==> src/hw/tsc_pkg.sv <==
package tsc_pkg;

	localparam int NTHR = 2;
	localparam int PA_W = 32;
	localparam int LINE_AW = 26;
	localparam int VPN_W = 20;
	localparam int PPN_W = 20;
	localparam int RA_W = 4;
	localparam int RD_W = 32;

	// register offsets
	localparam logic [RA_W-1:0] REG_T0_CTRL = 4'h0;
	localparam logic [RA_W-1:0] REG_T1_CTRL = 4'h4;
	localparam logic [RA_W-1:0] REG_STATUS = 4'h8;

	// synchronised pin positions
	localparam int NPINS = 6;
	localparam int PIN_STOP = 0;
	localparam int PIN_AMASK = 1;
	localparam int PIN_IRQ0 = 2;
	localparam int PIN_IRQ1 = 3;
	localparam int PIN_CAT = 4;
	localparam int PIN_TRIP = 5;
	// active-low pins idle high
	localparam logic [NPINS-1:0] PINS_RST = 6'h03;

	localparam int DUTY_W = 3;
	localparam logic [DUTY_W-1:0] DUTY_OFF = 3'h0;
	localparam logic [DUTY_W-1:0] AUTO_DUTY = 3'h4;
	localparam logic [PA_W-1:0] A20_CLR_MASK = 32'hFFEF_FFFF;

	typedef struct packed {
		logic irq1_mask;
		logic irq0_mask;
		logic [DUTY_W-1:0] duty;
		logic mod_en;
		logic cache_disable_flag;
	} tsc_thr_ctrl_t;
	localparam int CTRL_W = $bits(tsc_thr_ctrl_t);
	localparam tsc_thr_ctrl_t CTRL_RST = 7'h00;

	typedef struct packed {
		logic [DUTY_W-1:0] eff_duty;
		logic cache_disabled;
		logic addr_mask_active;
		logic auto_trip;
		logic cat_halt;
		logic stop_grant;
		logic maint_owner;
		logic maint_busy;
	} tsc_status_t;
	localparam int STAT_W = $bits(tsc_status_t);

	typedef enum logic [1:0] {
		MOP_WRITEBACK_INVALIDATE_ALL = 2'b00,
		MOP_INVALIDATE_ALL_NO_WRITEBACK = 2'b01,
		MOP_LINE_FLUSH = 2'b10
	} tsc_maint_op_t;

	typedef enum logic [1:0] {
		CK_WRITEBACK = 2'b00,
		CK_INVALIDATE = 2'b01,
		CK_WB_INV_LINE = 2'b10
	} tsc_cache_kind_t;

	typedef enum logic [2:0] {
		ST_IDLE = 3'b000,
		ST_WB = 3'b001,
		ST_INV = 3'b010,
		ST_LINE = 3'b011,
		ST_BCAST = 3'b100
	} tsc_maint_st_t;

	typedef enum logic [1:0] {
		TINV_PAGE_BASE = 2'b00,
		TINV_PAGING_FEATURE = 2'b01,
		TINV_SINGLE_PAGE = 2'b10
	} tsc_tinv_kind_t;

	typedef struct packed {
		logic valid;
		tsc_maint_op_t op;
		logic [LINE_AW-1:0] line;
	} tsc_maint_req_t;

	typedef struct packed {
		tsc_cache_kind_t kind;
		logic [LINE_AW-1:0] line;
	} tsc_cache_cmd_t;

	typedef struct packed {
		logic valid;
		tsc_tinv_kind_t kind;
		logic [VPN_W-1:0] vpn;
	} tsc_tlb_inv_t;

	typedef struct packed {
		logic valid;
		logic instr;
		logic [VPN_W-1:0] vpn;
	} tsc_tlb_lkp_t;

	typedef struct packed {
		logic valid;
		logic tid;
		logic instr;
		logic global_pg;
		logic [VPN_W-1:0] vpn;
		logic [PPN_W-1:0] ppn;
	} tsc_tlb_entry_t;

	typedef struct packed {
		logic valid;
		logic [PA_W-1:0] addr;
	} tsc_mem_req_t;

endpackage : tsc_pkg

==> src/hw/tsc_shared_ctrl.sv <==
// The address-and-strobe port and the address map were left to the implementer.
`timescale 1ns/1ps
// Contract
// - whole flush writes back all, then invalidates
// - both threads stalled until whole flush done
// - broadcast bus cycle per whole-hierarchy operation
// - invalidate-all discards data, stalls both threads
// - line flush writes back, invalidates, broadcasts
// - maintenance acts on the one shared hierarchy
// - cache disabled when either thread flag set
// - data translations shared, instruction option
// - entries tagged with creating thread, lookups check
// - global translations still carry the thread tag
// - invalidation flushes only the issuing thread entries
// - catastrophic trip halts core, both threads stop
// - automatic trip modulates the shared core clock
// - per-thread modulation, highest duty wins
// - stop clock halts execution, snoops continue
// - stop-grant stops both threads, no interrupts
// - shared interrupt pins, per-thread masking
// - address mask forces bit 20 low
// - address mask applies to both threads
module tsc_shared_ctrl
	import tsc_pkg::*;
#(
	parameter int SETS = 64,
	parameter int TLB_N = 16,
	parameter bit ITLB_REPLICATED = 1'b0
) (
	input wire logic ref_clk_in,
	input wire logic rst_in,
	input wire logic [RA_W-1:0] reg_addr_in,
	input wire logic [RD_W-1:0] reg_wdata_in,
	input wire logic reg_wr_in,
	input wire logic reg_rd_in,
	output logic [RD_W-1:0] reg_rdata_out,
	input wire logic stop_clock_in_n,
	input wire logic addr_bit_mask_in_n,
	input wire logic local_irq_in0,
	input wire logic local_irq_in1,
	input wire logic cat_trip_in,
	input wire logic therm_trip_in,
	input wire tsc_maint_req_t [NTHR-1:0] maint_req_in,
	output logic [NTHR-1:0] maint_done_out,
	output logic cache_cmd_valid_out,
	output tsc_cache_cmd_t cache_cmd_out,
	input wire logic cache_cmd_ready_in,
	output logic bcast_valid_out,
	output tsc_maint_op_t bcast_kind_out,
	input wire logic bcast_ready_in,
	output logic cache_disable_out,
	output logic [NTHR-1:0] thread_stall_out,
	output logic core_clk_run_out,
	output logic stop_grant_out,
	output logic snoop_enable_out,
	output logic [NTHR-1:0][1:0] thread_irq_out,
	input wire tsc_tlb_entry_t tlb_fill_in,
	input wire tsc_tlb_lkp_t [NTHR-1:0] tlb_lkp_in,
	input wire tsc_tlb_inv_t [NTHR-1:0] tlb_inv_in,
	output logic [NTHR-1:0] tlb_hit_out,
	output logic [NTHR-1:0][PPN_W-1:0] tlb_ppn_out,
	output logic [NTHR-1:0] tlb_inv_done_out,
	input wire tsc_mem_req_t mem_req_in,
	output tsc_mem_req_t mem_req_out
);

	localparam int IDX_W = $clog2(TLB_N);
	localparam logic [LINE_AW-1:0] SET_LAST = LINE_AW'(SETS - 1);

	generate
		if (SETS < 1 || SETS > 2 ** 20) begin : g_bad_sets
			$error("SETS out of range");
		end
		if (TLB_N < 4 || (1 << IDX_W) != TLB_N) begin : g_bad_tlb
			$error("TLB_N must be a power of two, at least 4");
		end
	endgenerate

	// pin synchronisers
	logic [NPINS-1:0] pin_raw;
	logic [NPINS-1:0] meta_q;
	logic [NPINS-1:0] sync_q;

	assign pin_raw[PIN_STOP] = stop_clock_in_n;
	assign pin_raw[PIN_AMASK] = addr_bit_mask_in_n;
	assign pin_raw[PIN_IRQ0] = local_irq_in0;
	assign pin_raw[PIN_IRQ1] = local_irq_in1;
	assign pin_raw[PIN_CAT] = cat_trip_in;
	assign pin_raw[PIN_TRIP] = therm_trip_in;

	always_ff @(posedge ref_clk_in) begin
		if (rst_in) begin
			meta_q <= PINS_RST;
			sync_q <= PINS_RST;
		end else begin
			meta_q <= pin_raw;
			sync_q <= meta_q;
		end
	end

	wire stop_grant = ~sync_q[PIN_STOP];
	wire addr_mask_on = ~sync_q[PIN_AMASK];
	wire auto_trip = sync_q[PIN_TRIP];

	logic cat_halt_q;
	always_ff @(posedge ref_clk_in) begin
		if (rst_in) begin
			cat_halt_q <= 1'b0;
		end else if (sync_q[PIN_CAT]) begin
			cat_halt_q <= 1'b1;
		end
	end

	// per-thread control registers
	tsc_thr_ctrl_t [NTHR-1:0] ctrl_q;
	tsc_status_t status;
	logic [RD_W-1:0] rdata_q;

	wire wr_t0 = reg_wr_in && (reg_addr_in == REG_T0_CTRL);
	wire wr_t1 = reg_wr_in && (reg_addr_in == REG_T1_CTRL);
	wire sel_t0 = reg_addr_in == REG_T0_CTRL;
	wire sel_t1 = reg_addr_in == REG_T1_CTRL;
	wire sel_st = reg_addr_in == REG_STATUS;
	wire [RD_W-1:0] rd_mux = sel_t0 ? RD_W'(ctrl_q[0]) :
		sel_t1 ? RD_W'(ctrl_q[1]) :
		sel_st ? RD_W'(status) : '0;

	always_ff @(posedge ref_clk_in) begin
		if (rst_in) begin
			ctrl_q <= {CTRL_RST, CTRL_RST};
			rdata_q <= '0;
		end else begin
			if (wr_t0) begin
				ctrl_q[0] <= reg_wdata_in[CTRL_W-1:0];
			end
			if (wr_t1) begin
				ctrl_q[1] <= reg_wdata_in[CTRL_W-1:0];
			end
			rdata_q <= reg_rd_in ? rd_mux : '0;
		end
	end
	assign reg_rdata_out = rdata_q;

	// either thread's flag disables the shared cache
	assign cache_disable_out = ctrl_q[0].cache_disable_flag |
		ctrl_q[1].cache_disable_flag;

	// clock modulation
	logic [DUTY_W-1:0] phase_q;
	logic run_q;
	wire [DUTY_W-1:0] sw_duty0 = ctrl_q[0].mod_en ? ctrl_q[0].duty : DUTY_OFF;
	wire [DUTY_W-1:0] sw_duty1 = ctrl_q[1].mod_en ? ctrl_q[1].duty : DUTY_OFF;
	wire [DUTY_W-1:0] sw_max = (sw_duty0 > sw_duty1) ?
		sw_duty0 : sw_duty1;
	wire [DUTY_W-1:0] eff_duty = auto_trip ? AUTO_DUTY : sw_max;
	wire run_d = ~cat_halt_q &&
		((eff_duty == DUTY_OFF) || (phase_q < eff_duty));

	always_ff @(posedge ref_clk_in) begin
		if (rst_in) begin
			phase_q <= '0;
			run_q <= 1'b0;
		end else begin
			phase_q <= phase_q + 1'b1;
			run_q <= run_d;
		end
	end
	assign core_clk_run_out = run_q;

	// cache maintenance sequencer
	tsc_maint_st_t st_q;
	tsc_maint_st_t st_d;
	tsc_cache_cmd_t cmd_q;
	tsc_cache_cmd_t cmd_d;
	tsc_maint_op_t op_q;
	logic owner_q;
	logic [NTHR-1:0] done_q;

	wire req0 = maint_req_in[0].valid && !done_q[0];
	wire req1 = maint_req_in[1].valid && !done_q[1];
	wire req_sel = req0 ? 1'b0 : 1'b1;
	wire grant = (st_q == ST_IDLE) && (req0 || req1);
	wire tsc_maint_req_t req_g = maint_req_in[req_sel];
	wire sweep = (st_q == ST_WB) || (st_q == ST_INV);
	wire step = sweep && cache_cmd_ready_in;
	wire at_last = cmd_q.line == SET_LAST;
	wire whole_busy = (st_q != ST_IDLE) && (op_q != MOP_LINE_FLUSH);

	always_comb begin
		st_d = st_q;
		case (st_q)
			ST_IDLE: begin
				if (grant) begin
					if (req_g.op == MOP_LINE_FLUSH) begin
						st_d = ST_LINE;
					end else if (req_g.op == MOP_INVALIDATE_ALL_NO_WRITEBACK) begin
						st_d = ST_INV;
					end else begin
						st_d = ST_WB;
					end
				end
			end
			ST_WB: begin
				if (cache_cmd_ready_in && at_last) begin
					st_d = ST_INV;
				end
			end
			ST_INV: begin
				if (cache_cmd_ready_in && at_last) begin
					st_d = ST_BCAST;
				end
			end
			ST_LINE: begin
				if (cache_cmd_ready_in) begin
					st_d = ST_BCAST;
				end
			end
			ST_BCAST: begin
				if (bcast_ready_in) begin
					st_d = ST_IDLE;
				end
			end
			default: begin
				st_d = ST_IDLE;
			end
		endcase
	end

	always_comb begin
		cmd_d = cmd_q;
		if (grant) begin
			cmd_d.line = '0;
			if (req_g.op == MOP_LINE_FLUSH) begin
				cmd_d.kind = CK_WB_INV_LINE;
				cmd_d.line = req_g.line;
			end else if (req_g.op == MOP_INVALIDATE_ALL_NO_WRITEBACK) begin
				cmd_d.kind = CK_INVALIDATE;
			end else begin
				cmd_d.kind = CK_WRITEBACK;
			end
		end else if (step) begin
			if (at_last) begin
				cmd_d.kind = CK_INVALIDATE;
				cmd_d.line = '0;
			end else begin
				cmd_d.line = cmd_q.line + 1'b1;
			end
		end
	end

	wire bcast_end = (st_q == ST_BCAST) && bcast_ready_in;

	always_ff @(posedge ref_clk_in) begin
		if (rst_in) begin
			st_q <= ST_IDLE;
			cmd_q <= '0;
			op_q <= MOP_WRITEBACK_INVALIDATE_ALL;
			owner_q <= 1'b0;
			done_q <= '0;
		end else begin
			st_q <= st_d;
			cmd_q <= cmd_d;
			if (grant) begin
				op_q <= req_g.op;
				owner_q <= req_sel;
			end
			done_q[0] <= bcast_end && (owner_q == 1'b0);
			done_q[1] <= bcast_end && (owner_q == 1'b1);
		end
	end

	assign maint_done_out = done_q;
	assign cache_cmd_valid_out = sweep || (st_q == ST_LINE);
	assign cache_cmd_out = cmd_q;
	assign bcast_valid_out = st_q == ST_BCAST;
	assign bcast_kind_out = op_q;

	// thread stall, stop-grant and snoops
	wire stall_all = whole_busy || stop_grant || cat_halt_q;
	assign thread_stall_out = {NTHR{stall_all}};
	assign stop_grant_out = stop_grant;
	assign snoop_enable_out = 1'b1;

	// shared interrupt pins, masked per thread and in stop-grant
	logic [NTHR-1:0][1:0] irq_q;
	always_ff @(posedge ref_clk_in) begin
		if (rst_in) begin
			irq_q <= '0;
		end else begin
			for (int t = 0; t < NTHR; t++) begin
				irq_q[t][0] <= sync_q[PIN_IRQ0] && !ctrl_q[t].irq0_mask &&
					!stop_grant;
				irq_q[t][1] <= sync_q[PIN_IRQ1] && !ctrl_q[t].irq1_mask &&
					!stop_grant;
			end
		end
	end
	assign thread_irq_out = irq_q;

	// external memory address path
	tsc_mem_req_t mem_q;
	always_ff @(posedge ref_clk_in) begin
		if (rst_in) begin
			mem_q <= '0;
		end else begin
			mem_q.valid <= mem_req_in.valid;
			mem_q.addr <= addr_mask_on ? (mem_req_in.addr & A20_CLR_MASK) :
				mem_req_in.addr;
		end
	end
	assign mem_req_out = mem_q;

	// shared, thread-tagged translation buffer
	tsc_tlb_entry_t tlb_q [TLB_N];
	logic [IDX_W-1:0] vic_q;
	logic [TLB_N-1:0] kill;
	logic [NTHR-1:0][TLB_N-1:0] inv_hit;
	logic [NTHR-1:0][TLB_N-1:0] lk_hit;
	logic [NTHR-1:0][PPN_W-1:0] ppn_sel;
	logic [NTHR-1:0] hit_q;
	logic [NTHR-1:0][PPN_W-1:0] ppn_q;
	logic [NTHR-1:0] inv_done_q;

	// replicated option keeps each thread's instruction fills in its half
	wire [IDX_W-1:0] fill_idx = (ITLB_REPLICATED && tlb_fill_in.instr) ?
		{tlb_fill_in.tid, vic_q[IDX_W-2:0]} : vic_q;

	genvar e, t;
	generate
		for (e = 0; e < TLB_N; e++) begin : g_ent
			for (t = 0; t < NTHR; t++) begin : g_thr
				wire own = tlb_q[e].valid && (tlb_q[e].tid == 1'(t));
				assign inv_hit[t][e] = tlb_inv_in[t].valid && own &&
					((tlb_inv_in[t].kind == TINV_PAGING_FEATURE) ||
					(tlb_inv_in[t].kind == TINV_PAGE_BASE &&
					!tlb_q[e].global_pg) ||
					(tlb_inv_in[t].kind == TINV_SINGLE_PAGE &&
					tlb_q[e].vpn == tlb_inv_in[t].vpn));
				assign lk_hit[t][e] = tlb_lkp_in[t].valid && own &&
					(tlb_q[e].instr == tlb_lkp_in[t].instr) &&
					(tlb_q[e].vpn == tlb_lkp_in[t].vpn);
			end
			assign kill[e] = |{inv_hit[1][e], inv_hit[0][e]};
		end
	endgenerate

	always_comb begin
		ppn_sel = '0;
		for (int th = 0; th < NTHR; th++) begin
			for (int i = 0; i < TLB_N; i++) begin
				if (lk_hit[th][i]) begin
					ppn_sel[th] = ppn_sel[th] | tlb_q[i].ppn;
				end
			end
		end
	end

	always_ff @(posedge ref_clk_in) begin
		if (rst_in) begin
			for (int i = 0; i < TLB_N; i++) begin
				tlb_q[i] <= '0;
			end
			vic_q <= '0;
		end else begin
			for (int i = 0; i < TLB_N; i++) begin
				if (tlb_fill_in.valid && fill_idx == IDX_W'(i)) begin
					tlb_q[i] <= tlb_fill_in;
				end else if (kill[i]) begin
					tlb_q[i].valid <= 1'b0;
				end
			end
			if (tlb_fill_in.valid) begin
				vic_q <= vic_q + 1'b1;
			end
		end
	end

	always_ff @(posedge ref_clk_in) begin
		if (rst_in) begin
			hit_q <= '0;
			ppn_q <= '0;
			inv_done_q <= '0;
		end else begin
			for (int th = 0; th < NTHR; th++) begin
				hit_q[th] <= |lk_hit[th];
				ppn_q[th] <= ppn_sel[th];
				inv_done_q[th] <= tlb_inv_in[th].valid;
			end
		end
	end
	assign tlb_hit_out = hit_q;
	assign tlb_ppn_out = ppn_q;
	assign tlb_inv_done_out = inv_done_q;

	// status word
	assign status.eff_duty = eff_duty;
	assign status.cache_disabled = cache_disable_out;
	assign status.addr_mask_active = addr_mask_on;
	assign status.auto_trip = auto_trip;
	assign status.cat_halt = cat_halt_q;
	assign status.stop_grant = stop_grant;
	assign status.maint_owner = owner_q;
	assign status.maint_busy = st_q != ST_IDLE;

endmodule : tsc_shared_ctrl

==> config.mk <==
export PLATFORM = sky130hd
export DESIGN_NAME = tsc_shared_ctrl
export DESIGN_NICKNAME = d
export VERILOG_FILES = /design/src/hw/tsc_pkg.sv /design/src/hw/tsc_shared_ctrl.sv
export SDC_FILE = /design/constraint.sdc
export NUM_CORES = 2
export LEC_CHECK = 0
export BUFFER_PORTS_ARGS = -buffer_cell sky130_fd_sc_hd__buf_2
export CORE_ASPECT_RATIO = 0.8
export CORE_MARGIN = 2
export CORE_UTILIZATION = 59
export CTS_BUF_LIST = sky130_fd_sc_hd__clkbuf_4
export CTS_CLUSTER_SIZE = 28
export DETAILED_ROUTE_END_ITERATION = 16
export HOLD_SLACK_MARGIN = 0.12
export PLACE_DENSITY = 0.79
export SLEW_MARGIN = 40
export SYNTH_ARGS = -nofsm -noshare
export SYNTH_HDL_FRONTEND = slang
export SYNTH_SLANG_ARGS = --single-unit
==> constraint.sdc <==
create_clock -name ref_clk_in -period 3.2 [get_ports ref_clk_in]
set_clock_uncertainty 0.1 [all_clocks]
set_input_delay 0.32 -clock ref_clk_in [delete_from_list [all_inputs] [get_ports ref_clk_in]]
set_output_delay 0.32 -clock ref_clk_in [all_outputs]
set_load 0.01 [all_outputs]
==> impl_results.md, run 1 <==
- Status: aborted with a tool error
- Failed at: global routing (5_1_grt)
- Log Error: [ERROR GRT-0116] Global routing finished with congestion. Check the congestion regions in the DRC Viewer.
- Largest net degree at the start of global routing: 157
- CTS Buf Count: 214
- Post-Synthesis Cells: 5200
- Syn Area/Cell: 10.00 um^2
- Port buffer count: 377
- CTS Hold Bufs: 332
- Seq/Total Area, Yosys: 0.4688
- Htree depth: 4
- Root Buffer: clkbuf_4
- Gpl congestion: 1.098
- Synth cell types: 68
- Post-synth EDFFs: 704
- Yosys reg bits: 866
- Pre-CTS setup slack: -0.1579 ns
- Syn. warnings: 0
- Die Height: 269.6 um
- Chip width: 336.0 um
- Initial Util: 0.5944
- Post-CTS setup buffers: 0
- Cell Rows: 97
- Gr usage total: 0.7863
- # IOs: 426
- Post-CTS sizing: 0
- Fraction of registers with async set/reset: 0
- Area of the mapped netlist: 0.05202 mm^2
- CTS max path bufs: 3
- DP HPWL: 186.3 mm
- Synth area leader: edfxtp_1
- Vias in the first global route: 60230
- Synth top area share: 0.4064
- Clock sinks: 866
- Main synth FF type: edfxtp_1
- Area contributors post-synth: edfxtp_1, xor2_1, xnor2_1, dfxtp_1, nor3_1
- Global-route wire length before repair: 494.7 mm
- Remaining global-route overflow: 444
## Yosys cell counts, types with 30 or more instances
cell and instances:
a2111oi_0 160, buf_2 110, nor2b_1 61, xor2_1 833, buf_6 50, xnor2_1 484, nor4_1 251, a41oi_1 56
a21oi_1 89, buf_4 56, nand2_1 163, o21ai_0 45, nor3_1 500, nand4_1 154, nand3_1 58, clkbuf_1 196
dfxtp_1 162, edfxtp_1 704, inv_1 322, nor2_1 532, and3_1 30
## stage by stage
stage / instance area, um^2 / std cells
CTS: 64900 / 7619
detailed placement: 58720 / 6886
global placement: 58720 / 6886
floorplan: 52100 / 5221
## cell families after synthesis
group,synth area share
XOR/XNOR,0.2218
AND/OR/NAND/NOR,0.1717
flip-flops,0.4688
other,0.0001444
multiplexers,0.004041
AO/OA/AOI/OAI,0.06230
adder cells (fa/ha/maj),0.003368
buffers and inverters,0.06788
## routing by layer
metal  track usage  GRT overflow
met1        0.8558            51
met2        0.8830           196
met3        0.6931            67
met4        0.6410           126
met5        0.4064             4
==> run 2: changes to the inputs <==
==> config.mk (replaced) <==
export PLATFORM = sky130hd
export DESIGN_NAME = tsc_shared_ctrl
export DESIGN_NICKNAME = d
export VERILOG_FILES = /design/src/hw/tsc_pkg.sv /design/src/hw/tsc_shared_ctrl.sv
export SDC_FILE = /design/constraint.sdc
export NUM_CORES = 2
export LEC_CHECK = 0
export BUFFER_PORTS_ARGS = -buffer_cell sky130_fd_sc_hd__buf_2
export CORE_MARGIN = 2
export CORE_UTILIZATION = 40
export DETAILED_ROUTE_END_ITERATION = 16
export PLACE_DENSITY_LB_ADDON = 0.15
export SLEW_MARGIN = 40
export SYNTH_ARGS = -nofsm -noshare
export SYNTH_HDL_FRONTEND = slang
export SYNTH_SLANG_ARGS = --single-unit
==> impl_results.md, run 2 <==
- Status: finished, violations left
- Violated checks: setup timing
- Synth area leader: edfxtp_1
- Worst-path clk slew: 0.06 ns
- Vias in the first global route: 45540
- Cell count along the critical path: 8
- Most flop-heavy register: tlb_q
- Hold Fails Final Rpt: 0
- Vias/cell: 6.440
- R2R setup slack: -0.05 ns
- Part of the power in registers: 0.430
- Main synth FF type: edfxtp_1
- Worst Setup SP: tlb_q[0][691]
- Gr usage total: 0.4247
- Hold Crit Class: in2reg
- Total negative slack: -0.05263 ns
- Crit-path max cell delay: 0.84 ns
- Post-Synthesis Cells: 5200 (unchanged)
- P_sw: 9.723 mW
- Number of DRC markers after the initial detailed-route iteration: 9169
- Post-synth EDFFs: 704 (unchanged)
- Comb pwr share: 0.177
- Clock group share of total power: 0.393
- Max reg flops: 704
- WL final: 290.2 mm
- Largest net degree at the start of global routing: 157
- Layout cells sized above 1: 0.1736
- Chip width: 364.6 um (+8.5%)
- Area after DPL: 0.05835 mm^2 (-0.63%)
- Initial Util: 0.4022 (-0.1922)
- DRT antenna net count: 0
- CTS Buf Count: 102 (-52%)
- Relative slew slack: 0.3650
- TritonRoute pass-1 iters: 9
- Residual DRC: 0
- Reg2reg start: tlb_q[0][691]
- Tightest Pin Transition: 0.9515 ns
- Fraction of registers with async set/reset: 0 (unchanged)
- Most frequent cells in the layout: xor2_1, edfxtp_1, nor2_1, nor3_1, xnor2_1
- Fmax: 307.7 MHz
- Synth cell types: 68 (unchanged)
- CTS tree: yes
- Htree depth: 3 (-1)
- Tmin final: 3.250 ns
- Final net count: 6095
- Core Area: 0.1293 mm^2
- FF-to-FF End: tlb_ppn_out[22]
- Count of pins over their slew limit: 0
- Global-route wire length before repair: 383.0 mm
- Syn-to-layout area delta: 21.27%
- Remaining global-route overflow: 0
- Synth top area share: 0.4064 (unchanged)
- Syn. warnings: 0 (unchanged)
- Cell Rows: 132 (+36%)
- Area contributors post-synth: edfxtp_1, xor2_1, xnor2_1, dfxtp_1, nor3_1
- Root Buffer: clkbuf_16
- Pwr Density: 505.7 mW/mm^2
- Final setup violation count: 2
- Die Height: 364.6 um (+35%)
- CTS max path bufs: 3 (unchanged)
- Most common cell in the synthesized netlist: xor2_1
- Commonest non-fill, non-tap cell in the layout: xor2_1
- Seq/Total Area, Yosys: 0.4688 (unchanged)
- DP HPWL: 189.8 mm (+1.8%)
- Setup ws final: -0.05023 ns
- Clock sinks: 866 (unchanged)
- Critical Path AT: 3.80 ns
- Worst setup EP type: flip-flop
- Die area: 0.1329 mm^2
- Most frequent cells after synthesis: xor2_1, edfxtp_1, nor2_1
- Most frequent CP cell: buf_4
- Clk Latency, worst-skew pair: 0.75 ns
- Placed cells: 7336 (+6.5%)
- CP max FO: 6
- Design area: 0.06308 mm^2
- Syn Area/Cell: 10.00 um^2 (unchanged)
- RSZ-0062 raised after global routing: yes
- CP required: 3.75 ns
- Sw Ratio: 0.3048
- Yosys reg bits: 866 (unchanged)
- Leakage: 24.03 nW
- Fill cell count: 12030
- Pint: 22.18 mW
- Initial antenna violation count: 11
- CP top delay family: compound AO/OA/AOI/OAI gates
- WL per Instance: 37.95 um
- # IOs: 426 (unchanged)
- Total Power: 31.90 mW
- Number of max-cap violations: 0
- Crit path to: tlb_ppn_out[22]
- Final period utilization: 1.016
- R2r worst-path depth: 8
- Buf/Inv on CP: 2
- Worst ir drop on vdd: 461.6 uV
- Vias: 49240
- Crit path kind: reg2reg
- Worst path slowest cell: a2111oi_0
- Area of the mapped netlist: 0.05202 mm^2 (unchanged)
- Port buffer count: 377 (unchanged)
- Non-Filler Instances: 7646
- CP Cell Sequence: xor2_1 -> nor4_1 -> nand4_1 -> nor2_1 -> buf_4 -> a2111oi_0 -> a41oi_2 -> buf_4
- Startpoint Class: flip-flop
- Gpl congestion: 1.034 (-5.8%)
- Worst hold start: maint_req_in[20]
-- run 2: cell counts after synthesis --
No cell type changed its count.
-- run 2: worst min path at each step --
stage          slack [ns]           endpoint  cells after the start
4_1_cts              0.01  cache_cmd_out[20]                      5
3_3_place_gp         0.29          sync_q[0]                      1
2_1_floorplan        0.29          sync_q[0]                      1
3_5_place_dp         0.30          sync_q[0]                      1
5_1_grt              0.10      tlb_q[0][369]                      3
6_report             0.06  cache_cmd_out[20]                      5
-- run 2: kinds of logic after synthesis --
family | synth area share
simple gates | 0.1717
xor+xnor | 0.2218
flops | 0.4688
buf+inv | 0.06788
compound gates | 0.06230
mux | 0.004041
fa+ha+maj | 0.003368
other cells | 0.0001444
-- run 2: metal layers --
metal | routed length, um | part of all wire | up-vias | track usage
met5 | 141 | 0.00049 | - | 0.001452
met4 | 19610 | 0.068 | 20 | 0.2334
li1 | - | - | 19410 | -
met1 | 111900 | 0.39 | 23920 | 0.5694
met3 | 45020 | 0.16 | 1137 | 0.1688
met2 | 113500 | 0.39 | 4755 | 0.5791
-- run 2: cell type report --
cell class	instances	area, um^2	share of cell area
Sequential cell	866	24380	0.3866
Multi-Input combinational cell	3607	24300	0.3853
Timing Repair Buffer	908	7423	0.1177
Clock buffer	143	3012	0.04774
Tap cell	1742	2180	0.03455
Inverter	323	1215	0.01926
Clock inverter	47	539.3	0.008549
Antenna cell	10	25.02	0.0003967
-- run 2: stage by stage --
step / setup slack, ns / utilization / hold slack, ns
6_report: -0.05023 / 0.4878 / 0.06465
5_1_grt: -0.004203 / 0.4876 / 0.1048
4_1_cts: 0.01759 / 0.4871 / 0.01279
3_5_place_dp: -0.05708 / 0.4512 / 0.2960
3_3_place_gp: -0.1092 / 0.4512 / 0.2912
2_1_floorplan: 0.3965 / - / 0.2895
-- run 2: power groups by stage --
| stage | clock network (mW) | registers [mW] | logic (mW) |
|---|---|---|---|
| after floorplan | 0 | 13.7 | 3.09 |
| after global placement | 0 | 13.9 | 5.25 |
| after detailed placement | 0 | 13.9 | 5.27 |
| after CTS | 12.6 | 13.7 | 5.41 |
| after global routing | 13.0 | 13.8 | 5.83 |
| final | 12.5 | 13.7 | 5.64 |
-- run 2: worst register-to-register path, delay by kind of cell, from the launching register on --
family,cells,cell delay [ns]
simple gates,3,0.41
flops,1,0.53
buf+inv,2,0.48
compound gates,2,1.30
xor+xnor,1,0.32
-- run 2: timing repair --
action | CTS | global route
endpoints found under the hold margin | 101 | 0
setup buffers | 0 | 0
hold buffers | 109 | 0
endpoints found under the setup margin | 0 | 11
resized for setup | 0 | 6
(Power assumes the default switching activity.)
